### src/logic/cpts_consts.svh
/*
 * Register offsets, bit positions and reset values of the cpu priority and
 * trap status block. Assumes inclusion by its bare name from logic/.
 */
`ifndef CPTS_CONSTS_SVH
`define CPTS_CONSTS_SVH

// ----------------------------------------------------------------------------
// byte offsets on the register bus
// ----------------------------------------------------------------------------
`define CPTS_OFS_CPU_CTRL 8'h00
`define CPTS_OFS_INT_CTRL1 8'h04
`define CPTS_OFS_ALU_STAT 8'h08
`define CPTS_OFS_IRQ_STAT 8'h0c
`define CPTS_OFS_IRQ_MASK 8'h10

// ----------------------------------------------------------------------------
// field positions
// ----------------------------------------------------------------------------
`define CPTS_BIT_PRIO_HIGH 3
`define CPTS_BIT_PSV 2
`define CPTS_BIT_NEST_DIS 15
`define CPTS_BIT_ARITH 4
`define CPTS_BIT_ADDR 3
`define CPTS_BIT_STACK 2
`define CPTS_BIT_OSC 1
`define CPTS_BIT_LOW_MSB 7
`define CPTS_BIT_LOW_LSB 5
`define CPTS_PRIO_LOW_MAX 3'h7

// ----------------------------------------------------------------------------
// reset values
// ----------------------------------------------------------------------------
`define CPTS_RST_BIT 1'b0
`define CPTS_RST_LOW 3'h0
`define CPTS_RST_TRAPS 4'h0
`define CPTS_RST_WORD 32'h0000_0000

`endif

### src/logic/cpts_pkg.sv
/*
 * Types of the cpu priority and trap status block: trap vector, APB request
 * and answer carriers, register select and its decoder.
 * Assumes cpts_consts.svh sits beside it.
 */
`default_nettype none
`include "cpts_consts.svh"

package cpts_pkg;

    typedef struct packed {
        logic arith;
        logic addr;
        logic stack;
        logic osc;
    } cpts_trap_t;

    typedef struct packed {
        logic psel;
        logic penable;
        logic pwrite;
        logic [7:0] paddr;
        logic [31:0] pwdata;
    } cpts_apb_req_t;

    typedef struct packed {
        logic [31:0] prdata;
        logic pready;
        logic pslverr;
    } cpts_apb_rsp_t;

    typedef enum logic [2:0] {
        CPTS_SEL_CPU_CTRL,
        CPTS_SEL_INT_CTRL1,
        CPTS_SEL_ALU_STAT,
        CPTS_SEL_IRQ_STAT,
        CPTS_SEL_IRQ_MASK,
        CPTS_SEL_NONE
    } cpts_sel_t;

    function automatic cpts_sel_t cpts_decode(input logic [7:0] addr);
        unique case (addr)
            `CPTS_OFS_CPU_CTRL: cpts_decode = CPTS_SEL_CPU_CTRL;
            `CPTS_OFS_INT_CTRL1: cpts_decode = CPTS_SEL_INT_CTRL1;
            `CPTS_OFS_ALU_STAT: cpts_decode = CPTS_SEL_ALU_STAT;
            `CPTS_OFS_IRQ_STAT: cpts_decode = CPTS_SEL_IRQ_STAT;
            `CPTS_OFS_IRQ_MASK: cpts_decode = CPTS_SEL_IRQ_MASK;
            default: cpts_decode = CPTS_SEL_NONE;
        endcase
    endfunction : cpts_decode

    // trap vector placed at its register bit positions
    function automatic logic [31:0] cpts_trap_word(input cpts_trap_t t);
        logic [31:0] w;
        w = `CPTS_RST_WORD;
        w[`CPTS_BIT_ARITH] = t.arith;
        w[`CPTS_BIT_ADDR] = t.addr;
        w[`CPTS_BIT_STACK] = t.stack;
        w[`CPTS_BIT_OSC] = t.osc;
        return w;
    endfunction : cpts_trap_word

    function automatic cpts_trap_t cpts_word_trap(input logic [31:0] w);
        cpts_trap_t t;
        t.arith = w[`CPTS_BIT_ARITH];
        t.addr = w[`CPTS_BIT_ADDR];
        t.stack = w[`CPTS_BIT_STACK];
        t.osc = w[`CPTS_BIT_OSC];
        return t;
    endfunction : cpts_word_trap

endpackage : cpts_pkg

`default_nettype wire

### src/logic/cpts_top.sv
/*
 * Cpu priority and trap status block: cpu control register with the upper
 * priority bit, interrupt control register one with nesting disable and
 * four trap flags, the three low priority bits, and a trap interrupt.
 * Assumes an APB master on pclk and trap and core inputs on pclk.
 */
//
// Behaviour
// - cpu control bit 3 shows priority above 7
// - level is high bit over low three bits
// - high bit resets 0; software may only clear
// - bit 15 nesting disable, read/write, reset 0
// - bit 4 set on arithmetic trap
// - bit 3 set on address trap
// - bit 2 set on stack trap
// - bit 1 set on oscillator failure trap
// - unimplemented bits read zero, ignore writes
// - high bit never set by software
// - low bits read-only while nesting disabled
// - low bits 111 blocks all user interrupts
`default_nettype none
`include "cpts_consts.svh"

module cpts_top (
    input wire logic pclk, // system clock, 10 MHz
    input wire logic presetn, // async reset, active low
    input wire cpts_pkg::cpts_apb_req_t apb_req, // APB request
    output cpts_pkg::cpts_apb_rsp_t apb_rsp, // APB answer
    input wire cpts_pkg::cpts_trap_t trap_in, // trap occurrences, high = trap
    input wire logic core_prio_load, // core loads a new level
    input wire logic [3:0] core_prio_value, // level loaded by the core
    output logic [3:0] prio_level, // current cpu priority level
    output logic nesting_disable, // 1 = nesting disabled
    output logic program_space_view, // program space view control
    output logic user_int_blocked, // low bits at 7
    output logic irq // trap interrupt, level
);
    import cpts_pkg::*;

    // ------------------------------------------------------------------------
    // bus decode
    // ------------------------------------------------------------------------
    cpts_sel_t sel;
    logic setup;
    logic access;
    logic wr;
    logic rd;

    assign sel = cpts_decode(apb_req.paddr);
    assign setup = apb_req.psel && !apb_req.penable;
    assign access = apb_req.psel && apb_req.penable && apb_rsp.pready;
    assign wr = access && apb_req.pwrite && !apb_rsp.pslverr;
    assign rd = access && !apb_req.pwrite && !apb_rsp.pslverr;

    // ------------------------------------------------------------------------
    // state
    // ------------------------------------------------------------------------
    logic prio_high_q;
    logic prio_high_d;
    logic [2:0] prio_low_q;
    logic [2:0] prio_low_d;
    logic nest_dis_q;
    logic psv_q;
    cpts_trap_t flags_q;
    cpts_trap_t flags_d;
    logic [3:0] level_q;
    logic blocked_q;
    cpts_trap_t clr_bits;
    cpts_trap_t irq_status;
    cpts_trap_t irq_mask;
    logic irq_w;
    logic [31:0] rdata;

    // ------------------------------------------------------------------------
    // upper priority bit
    // ------------------------------------------------------------------------
    // the core entering a trap outranks a software clear in the same cycle
    always_comb begin
        prio_high_d = prio_high_q;
        if (wr && sel == CPTS_SEL_CPU_CTRL && !apb_req.pwdata[`CPTS_BIT_PRIO_HIGH]) begin
            prio_high_d = 1'b0;
        end
        if (core_prio_load) begin
            prio_high_d = core_prio_value[3];
        end
    end

    always_ff @(posedge pclk or negedge presetn) begin
        if (!presetn) begin
            prio_high_q <= `CPTS_RST_BIT;
        end else begin
            prio_high_q <= prio_high_d;
        end
    end

    always_ff @(posedge pclk or negedge presetn) begin
        if (!presetn) begin
            psv_q <= `CPTS_RST_BIT;
        end else if (wr && sel == CPTS_SEL_CPU_CTRL) begin
            psv_q <= apb_req.pwdata[`CPTS_BIT_PSV];
        end
    end

    // ------------------------------------------------------------------------
    // low priority bits
    // ------------------------------------------------------------------------
    always_comb begin
        prio_low_d = prio_low_q;
        if (wr && sel == CPTS_SEL_ALU_STAT && !nest_dis_q) begin
            prio_low_d = apb_req.pwdata[`CPTS_BIT_LOW_MSB:`CPTS_BIT_LOW_LSB];
        end
        if (core_prio_load) begin
            prio_low_d = core_prio_value[2:0];
        end
    end

    always_ff @(posedge pclk or negedge presetn) begin
        if (!presetn) begin
            prio_low_q <= `CPTS_RST_LOW;
        end else begin
            prio_low_q <= prio_low_d;
        end
    end

    // ------------------------------------------------------------------------
    // nesting disable and trap flags
    // ------------------------------------------------------------------------
    always_ff @(posedge pclk or negedge presetn) begin
        if (!presetn) begin
            nest_dis_q <= `CPTS_RST_BIT;
        end else if (wr && sel == CPTS_SEL_INT_CTRL1) begin
            nest_dis_q <= apb_req.pwdata[`CPTS_BIT_NEST_DIS];
        end
    end

    // software may write the flags either way; a trap in the same cycle wins
    always_comb begin
        flags_d = flags_q;
        if (wr && sel == CPTS_SEL_INT_CTRL1) begin
            flags_d = cpts_word_trap(apb_req.pwdata);
        end
        flags_d = flags_d | trap_in;
    end

    always_ff @(posedge pclk or negedge presetn) begin
        if (!presetn) begin
            flags_q <= `CPTS_RST_TRAPS;
        end else begin
            flags_q <= flags_d;
        end
    end

    // ------------------------------------------------------------------------
    // level outputs
    // ------------------------------------------------------------------------
    always_ff @(posedge pclk or negedge presetn) begin
        if (!presetn) begin
            level_q <= {`CPTS_RST_BIT, `CPTS_RST_LOW};
            blocked_q <= `CPTS_RST_BIT;
        end else begin
            level_q <= {prio_high_d, prio_low_d};
            blocked_q <= (prio_low_d == `CPTS_PRIO_LOW_MAX);
        end
    end

    // ------------------------------------------------------------------------
    // read data and bus answer
    // ------------------------------------------------------------------------
    always_comb begin
        rdata = `CPTS_RST_WORD;
        unique case (sel)
            CPTS_SEL_CPU_CTRL: begin
                rdata[`CPTS_BIT_PRIO_HIGH] = prio_high_q;
                rdata[`CPTS_BIT_PSV] = psv_q;
            end
            CPTS_SEL_INT_CTRL1: begin
                rdata = cpts_trap_word(flags_q);
                rdata[`CPTS_BIT_NEST_DIS] = nest_dis_q;
            end
            CPTS_SEL_ALU_STAT: begin
                rdata[`CPTS_BIT_LOW_MSB:`CPTS_BIT_LOW_LSB] = prio_low_q;
            end
            CPTS_SEL_IRQ_STAT: begin
                rdata = cpts_trap_word(irq_status);
            end
            CPTS_SEL_IRQ_MASK: begin
                rdata = cpts_trap_word(irq_mask);
            end
            CPTS_SEL_NONE: begin
                rdata = `CPTS_RST_WORD;
            end
        endcase
    end

    // zero wait states: answer is ready in every access phase
    always_ff @(posedge pclk or negedge presetn) begin
        if (!presetn) begin
            apb_rsp <= '0;
        end else begin
            apb_rsp.pready <= setup;
            if (setup) begin
                apb_rsp.prdata <= apb_req.pwrite ? `CPTS_RST_WORD : rdata;
                apb_rsp.pslverr <= (sel == CPTS_SEL_NONE);
            end
        end
    end

    // ------------------------------------------------------------------------
    // trap interrupt
    // ------------------------------------------------------------------------
    // clearing only what was latched keeps an event of the setup cycle alive
    assign clr_bits = (rd && sel == CPTS_SEL_IRQ_STAT) ? cpts_word_trap(apb_rsp.prdata)
                                                       : `CPTS_RST_TRAPS;

    cpts_irq u_irq (
        .pclk(pclk),
        .presetn(presetn),
        .events(trap_in),
        .clr_bits(clr_bits),
        .mask_we(wr && sel == CPTS_SEL_IRQ_MASK),
        .mask_wdata(cpts_word_trap(apb_req.pwdata)),
        .status_q(irq_status),
        .mask_q(irq_mask),
        .irq_q(irq_w)
    );

    assign prio_level = level_q;
    assign nesting_disable = nest_dis_q;
    assign program_space_view = psv_q;
    assign user_int_blocked = blocked_q;
    assign irq = irq_w;
endmodule : cpts_top

`default_nettype wire

### src/logic/cpts_irq.sv
/*
 * Sticky trap interrupt status, its mask and the level interrupt output.
 * Assumes events and the clear vector come from logic on pclk.
 */
`default_nettype none
`include "cpts_consts.svh"

module cpts_irq (
    input wire logic pclk, // system clock
    input wire logic presetn, // async reset, active low
    input wire cpts_pkg::cpts_trap_t events, // trap events this cycle
    input wire cpts_pkg::cpts_trap_t clr_bits, // bits read out, to clear
    input wire logic mask_we, // mask write strobe
    input wire cpts_pkg::cpts_trap_t mask_wdata, // new mask
    output cpts_pkg::cpts_trap_t status_q, // sticky status
    output cpts_pkg::cpts_trap_t mask_q, // mask, 1 passes
    output logic irq_q // level interrupt
);
    import cpts_pkg::*;

    cpts_trap_t status_d;

    // only bits that software actually saw are cleared, and a new event wins
    assign status_d = (status_q & ~clr_bits) | events;

    always_ff @(posedge pclk or negedge presetn) begin
        if (!presetn) begin
            status_q <= `CPTS_RST_TRAPS;
        end else begin
            status_q <= status_d;
        end
    end

    always_ff @(posedge pclk or negedge presetn) begin
        if (!presetn) begin
            mask_q <= `CPTS_RST_TRAPS;
        end else if (mask_we) begin
            mask_q <= mask_wdata;
        end
    end

    always_ff @(posedge pclk or negedge presetn) begin
        if (!presetn) begin
            irq_q <= `CPTS_RST_BIT;
        end else begin
            irq_q <= |(status_q & mask_q);
        end
    end
endmodule : cpts_irq

`default_nettype wire

### config.mk
export PLATFORM = sky130hd
export DESIGN_NAME = cpts_top
export DESIGN_NICKNAME = d
export VERILOG_FILES = /design/src/logic/cpts_pkg.sv /design/src/logic/cpts_top.sv /design/src/logic/cpts_irq.sv
export VERILOG_INCLUDE_DIRS = /design/src /design/src/logic
export SDC_FILE = /design/constraint.sdc
export NUM_CORES = 1
export LEC_CHECK = 0
export BUFFER_PORTS_ARGS = -buffer_cell sky130_fd_sc_hd__buf_2
export CAP_MARGIN = 20
export CORE_MARGIN = 2
export CORE_UTILIZATION = 48
export CTS_BUF_LIST = sky130_fd_sc_hd__clkbuf_16
export DETAILED_ROUTE_END_ITERATION = 12
export GPL_TIMING_DRIVEN = 0
export PLACE_DENSITY = 0.84
export REMOVE_ABC_BUFFERS = 1
export SLEW_MARGIN = 20
export SYNTH_ARGS = -nofsm -noshare
export SYNTH_HDL_FRONTEND = slang
export SYNTH_SLANG_ARGS = --single-unit
### constraint.sdc
create_clock -name pclk -period 2.9 [get_ports pclk]
set_input_delay 0.87 -clock pclk [delete_from_list [all_inputs] [get_ports pclk]]
set_output_delay 0.87 -clock pclk [all_outputs]
set_load 0.03 [all_outputs]
==> qor.csv <==
metric,value,unit
die span in y,65.1,um
"Period Utilization, post-route",79.9,%
GRT Total Usage,20.2,%
CTS sink count,30,
DRC Markers,0,
drt pass-1 iters,4,
syn_area_per_cell,10.3,um2
Synth warnings,0,
cts repair resizes,0,
CP top delay family,simple AND/OR/NAND/NOR gates,
R2R Path End,nesting_disable$_DFFE_PN0N_,
Worst-Margin Slew,0.654,ns
gpl congestion,0.781,
I/O Buffers,47,
CTS tree,done,
Crit Reg-Reg Startpoint,apb_rsp[0]$_DFFE_PN0P_,
die area,0.00423,mm2
ys async rst share,100,%
Yosys top cell by area,dfrtp_1,
vias in the first global route,1308,
Worst setup EP type,register,
fillers,316,
WP data required,3.05,ns
Final ANT Viol Nets,0,
Initial Util,49.3,%
CP Max Fanout,5,
power density cells,505,mW/mm2
total global routing overflow,0,
Hold Crit Class,reg2reg,
CP max stage delay,0.59,ns
Fmax,432,MHz
P&R area growth vs syn,16.8,%
Total Routed Length,3910,um
Core ar.,0.00363,mm2
unrepaired setup endpoints after global routing,false,
first-pass GRT wire length,6340,um
CTS Buf Count,5,
Critical Path AT,2.47,ns
"Max stage delay cell, worst path",nor4_4,
Period minus WS final,2.32,ns
drt via density,5.25,
critical path class,in2reg,
worst vdd ir,0.239,mV
Synth top area share,41.9,%
"Cell Area, Synth",0.00179,mm2
"Top FF cell, synth",dfrtp_1,
Worst Path Buf+Inv,1,
share of layout cells above drive strength 1,30.0,%
cts hold-fix bufs,0,
slew margin rel.,56.4,%
Worst R2R Path Depth,3,
I/O Pins,96,
Area contributors post-synth,"dfrtp_1 42%, buf_4 10%, mux2i_1 8.9%",
H-tree depth,2,
initial antenna violation count,0,
Final Worst Setup Slack,0.583,ns
fin nets,274,
antenna diode count,0,
Setup Viol. Count Final,0,
critical path depth,4,
hold_ws,0.475,ns
post-synth cell types,39,
startpoint class of the critical path,input port,
area of the multi-input gates,891,um2
crit path to,nesting_disable$_DFFE_PN0N_,
DP Wirelength,2840,um
clock skew,0.00554,ns
Std-Cell Rows,22,
number of enable flip-flop cells after synthesis,0,
"Hold Vio Cnt, Final",0,
largest net degree at the start of global routing,31,
"Slew Viols, Final",0,
flop-to-flop setup slack,0.84,ns
setup TNS,0,ns
Synth Instances,174,
crit-path cells,buf_2 > or3_1 > nor4_4 > mux2_1,
Layout Utilization,57.6,%
Reg area,751,um2
Critical Path Source,apb_req[33],
max cap viols,0,
number of post-CTS setup repair buffers,0,
leak pwr,1.04,nW
worst skew pair latency,0.27,ns
#FFs+latches synth,30,
CTS root buf,clkbuf_16,
drt wl/cell,14.6,um
"Seq/Total Area, Yosys",41.9,%
"CTS clk-pin slew, worst paths",0.05,ns
Die X,65.1,um
drt first-iter violations,87,
via count,1407,
Bufs on Longest Clock Path,2,
status,"finished, final reports clean",
pre-CTS setup slack,0.278,ns
metrics by stage:
step / power [W] / instance area (um2) / std cells
4_1_cts: 0.00106 / 2090 / 268
2_1_floorplan: 0.000535 / 1660 / 166
3_3_place_gp: 0.000591 / 1960 / 261
3_5_place_dp: 0.000594 / 1960 / 261
6_report: 0.00106 / 2090 / 268
5_1_grt: 0.00109 / 2090 / 268
Yosys cell counts, drive strengths merged (2+ instances only):
cell	instances
a221oi	2
a22oi	2
a2bb2oi	2
a31oi	5
and2	2
buf	27
clkbuf	4
dfrtp	30
inv	6
mux2	9
mux2i	16
nand2	15
nand2b	2
nand4	2
nand4b	3
nor2	17
nor3	2
nor4	4
nor4bb	2
o21ai	5
o31ai	2
o41ai	2
or4b	2
per-layer routing:
| metal | track usage (%) | wire length (um) | vias up |
|---|---|---|---|
| li1 | - | - | 661 |
| met1 | 26.3 | 1620 | 670 |
| met2 | 32.7 | 1940 | 67 |
| met3 | 4.34 | 272 | 9 |
| met4 | 8.07 | 82 | 0 |
| met5 | 0 | 0 | - |
placed cells by master, fill, tap and decap left out:
cell / n
o31ai_1: 2
nand4b_1: 3
mux2_2: 6
o41ai_1: 2
clkbuf_16: 5
mux2_4: 1
nor4_2: 1
nor4bb_1: 2
buf_2: 47
a31oi_1: 5
inv_1: 8
mux2_1: 2
or4b_1: 1
and3b_1: 1
and4b_1: 1
or4bb_1: 1
nand2b_1: 2
or2_2: 1
dfrtp_1: 30
nand4bb_1: 1
a21oi_1: 1
and2_1: 2
nor4_4: 3
nor3_1: 2
a2bb2oi_1: 2
conb_1: 24
or3b_2: 1
a221oi_1: 2
mux2i_1: 16
a21boi_0: 1
o21ai_0: 5
nand4_1: 2
or4_1: 1
a22oi_1: 2
or4b_4: 1
nand2_1: 15
or3_1: 1
nor2_1: 17
cell families after synthesis:
| group | count (synthesis) | synth area share [%] |
|---|---|---|
| DFF | 30 | 41.9 |
| muxes | 25 | 14.8 |
| AOI/OAI and AO/OA | 22 | 8.46 |
| other | 1 | 0.209 |
| buffers and inverters | 37 | 13.1 |
| and+or+nand+nor | 59 | 21.5 |
power breakdown:
group / switching [W] / internal (W) / total (W) / leakage [nW]
registers: 0.00000739 / 0.000428 / 0.000435 / 0.362
clock network: 0.000163 / 0.000305 / 0.000468 / 0.0723
logic: 0.000111 / 0.0000414 / 0.000153 / 0.603
cell type report:
class / count / share of cell area [%]
clock buffers: 5 / 5.98
clock inverters: 2 / 0.359
inverters: 6 / 1.08
multi-input cells: 130 / 42.6
flip-flops and latches: 30 / 35.9
well taps: 48 / 2.87
repair buffers: 47 / 11.2
worst min path at each step:
stage,from,to,slack [ns],depth (start not counted)
after floorplan,u_irq.mask_q[2]$_DFFE_PN0P_,u_irq.irq_q$_DFF_PN0_,0.47,2
after global placement,apb_rsp[9]$_DFFE_PN0P_,apb_rsp[9]$_DFFE_PN0P_,0.46,2
after detailed placement,apb_rsp[4]$_DFFE_PN0P_,u_irq.status_q[1]$_DFF_PN0_,0.47,1
after CTS,apb_rsp[4]$_DFFE_PN0P_,u_irq.status_q[1]$_DFF_PN0_,0.48,1
after global routing,apb_rsp[4]$_DFFE_PN0P_,u_irq.status_q[1]$_DFF_PN0_,0.50,1
final,apb_rsp[4]$_DFFE_PN0P_,u_irq.status_q[1]$_DFF_PN0_,0.47,1
state kept, by name, indices dropped and copies added (netlist names):
signal              cells
u_irq.irq_q             1
flags_q                 4
prio_level              4
apb_rsp                10
user_int_blocked        1
u_irq.mask_q            4
program_space_view      1
u_irq.status_q          4
nesting_disable         1
Power figures use the tool's default switching activity.
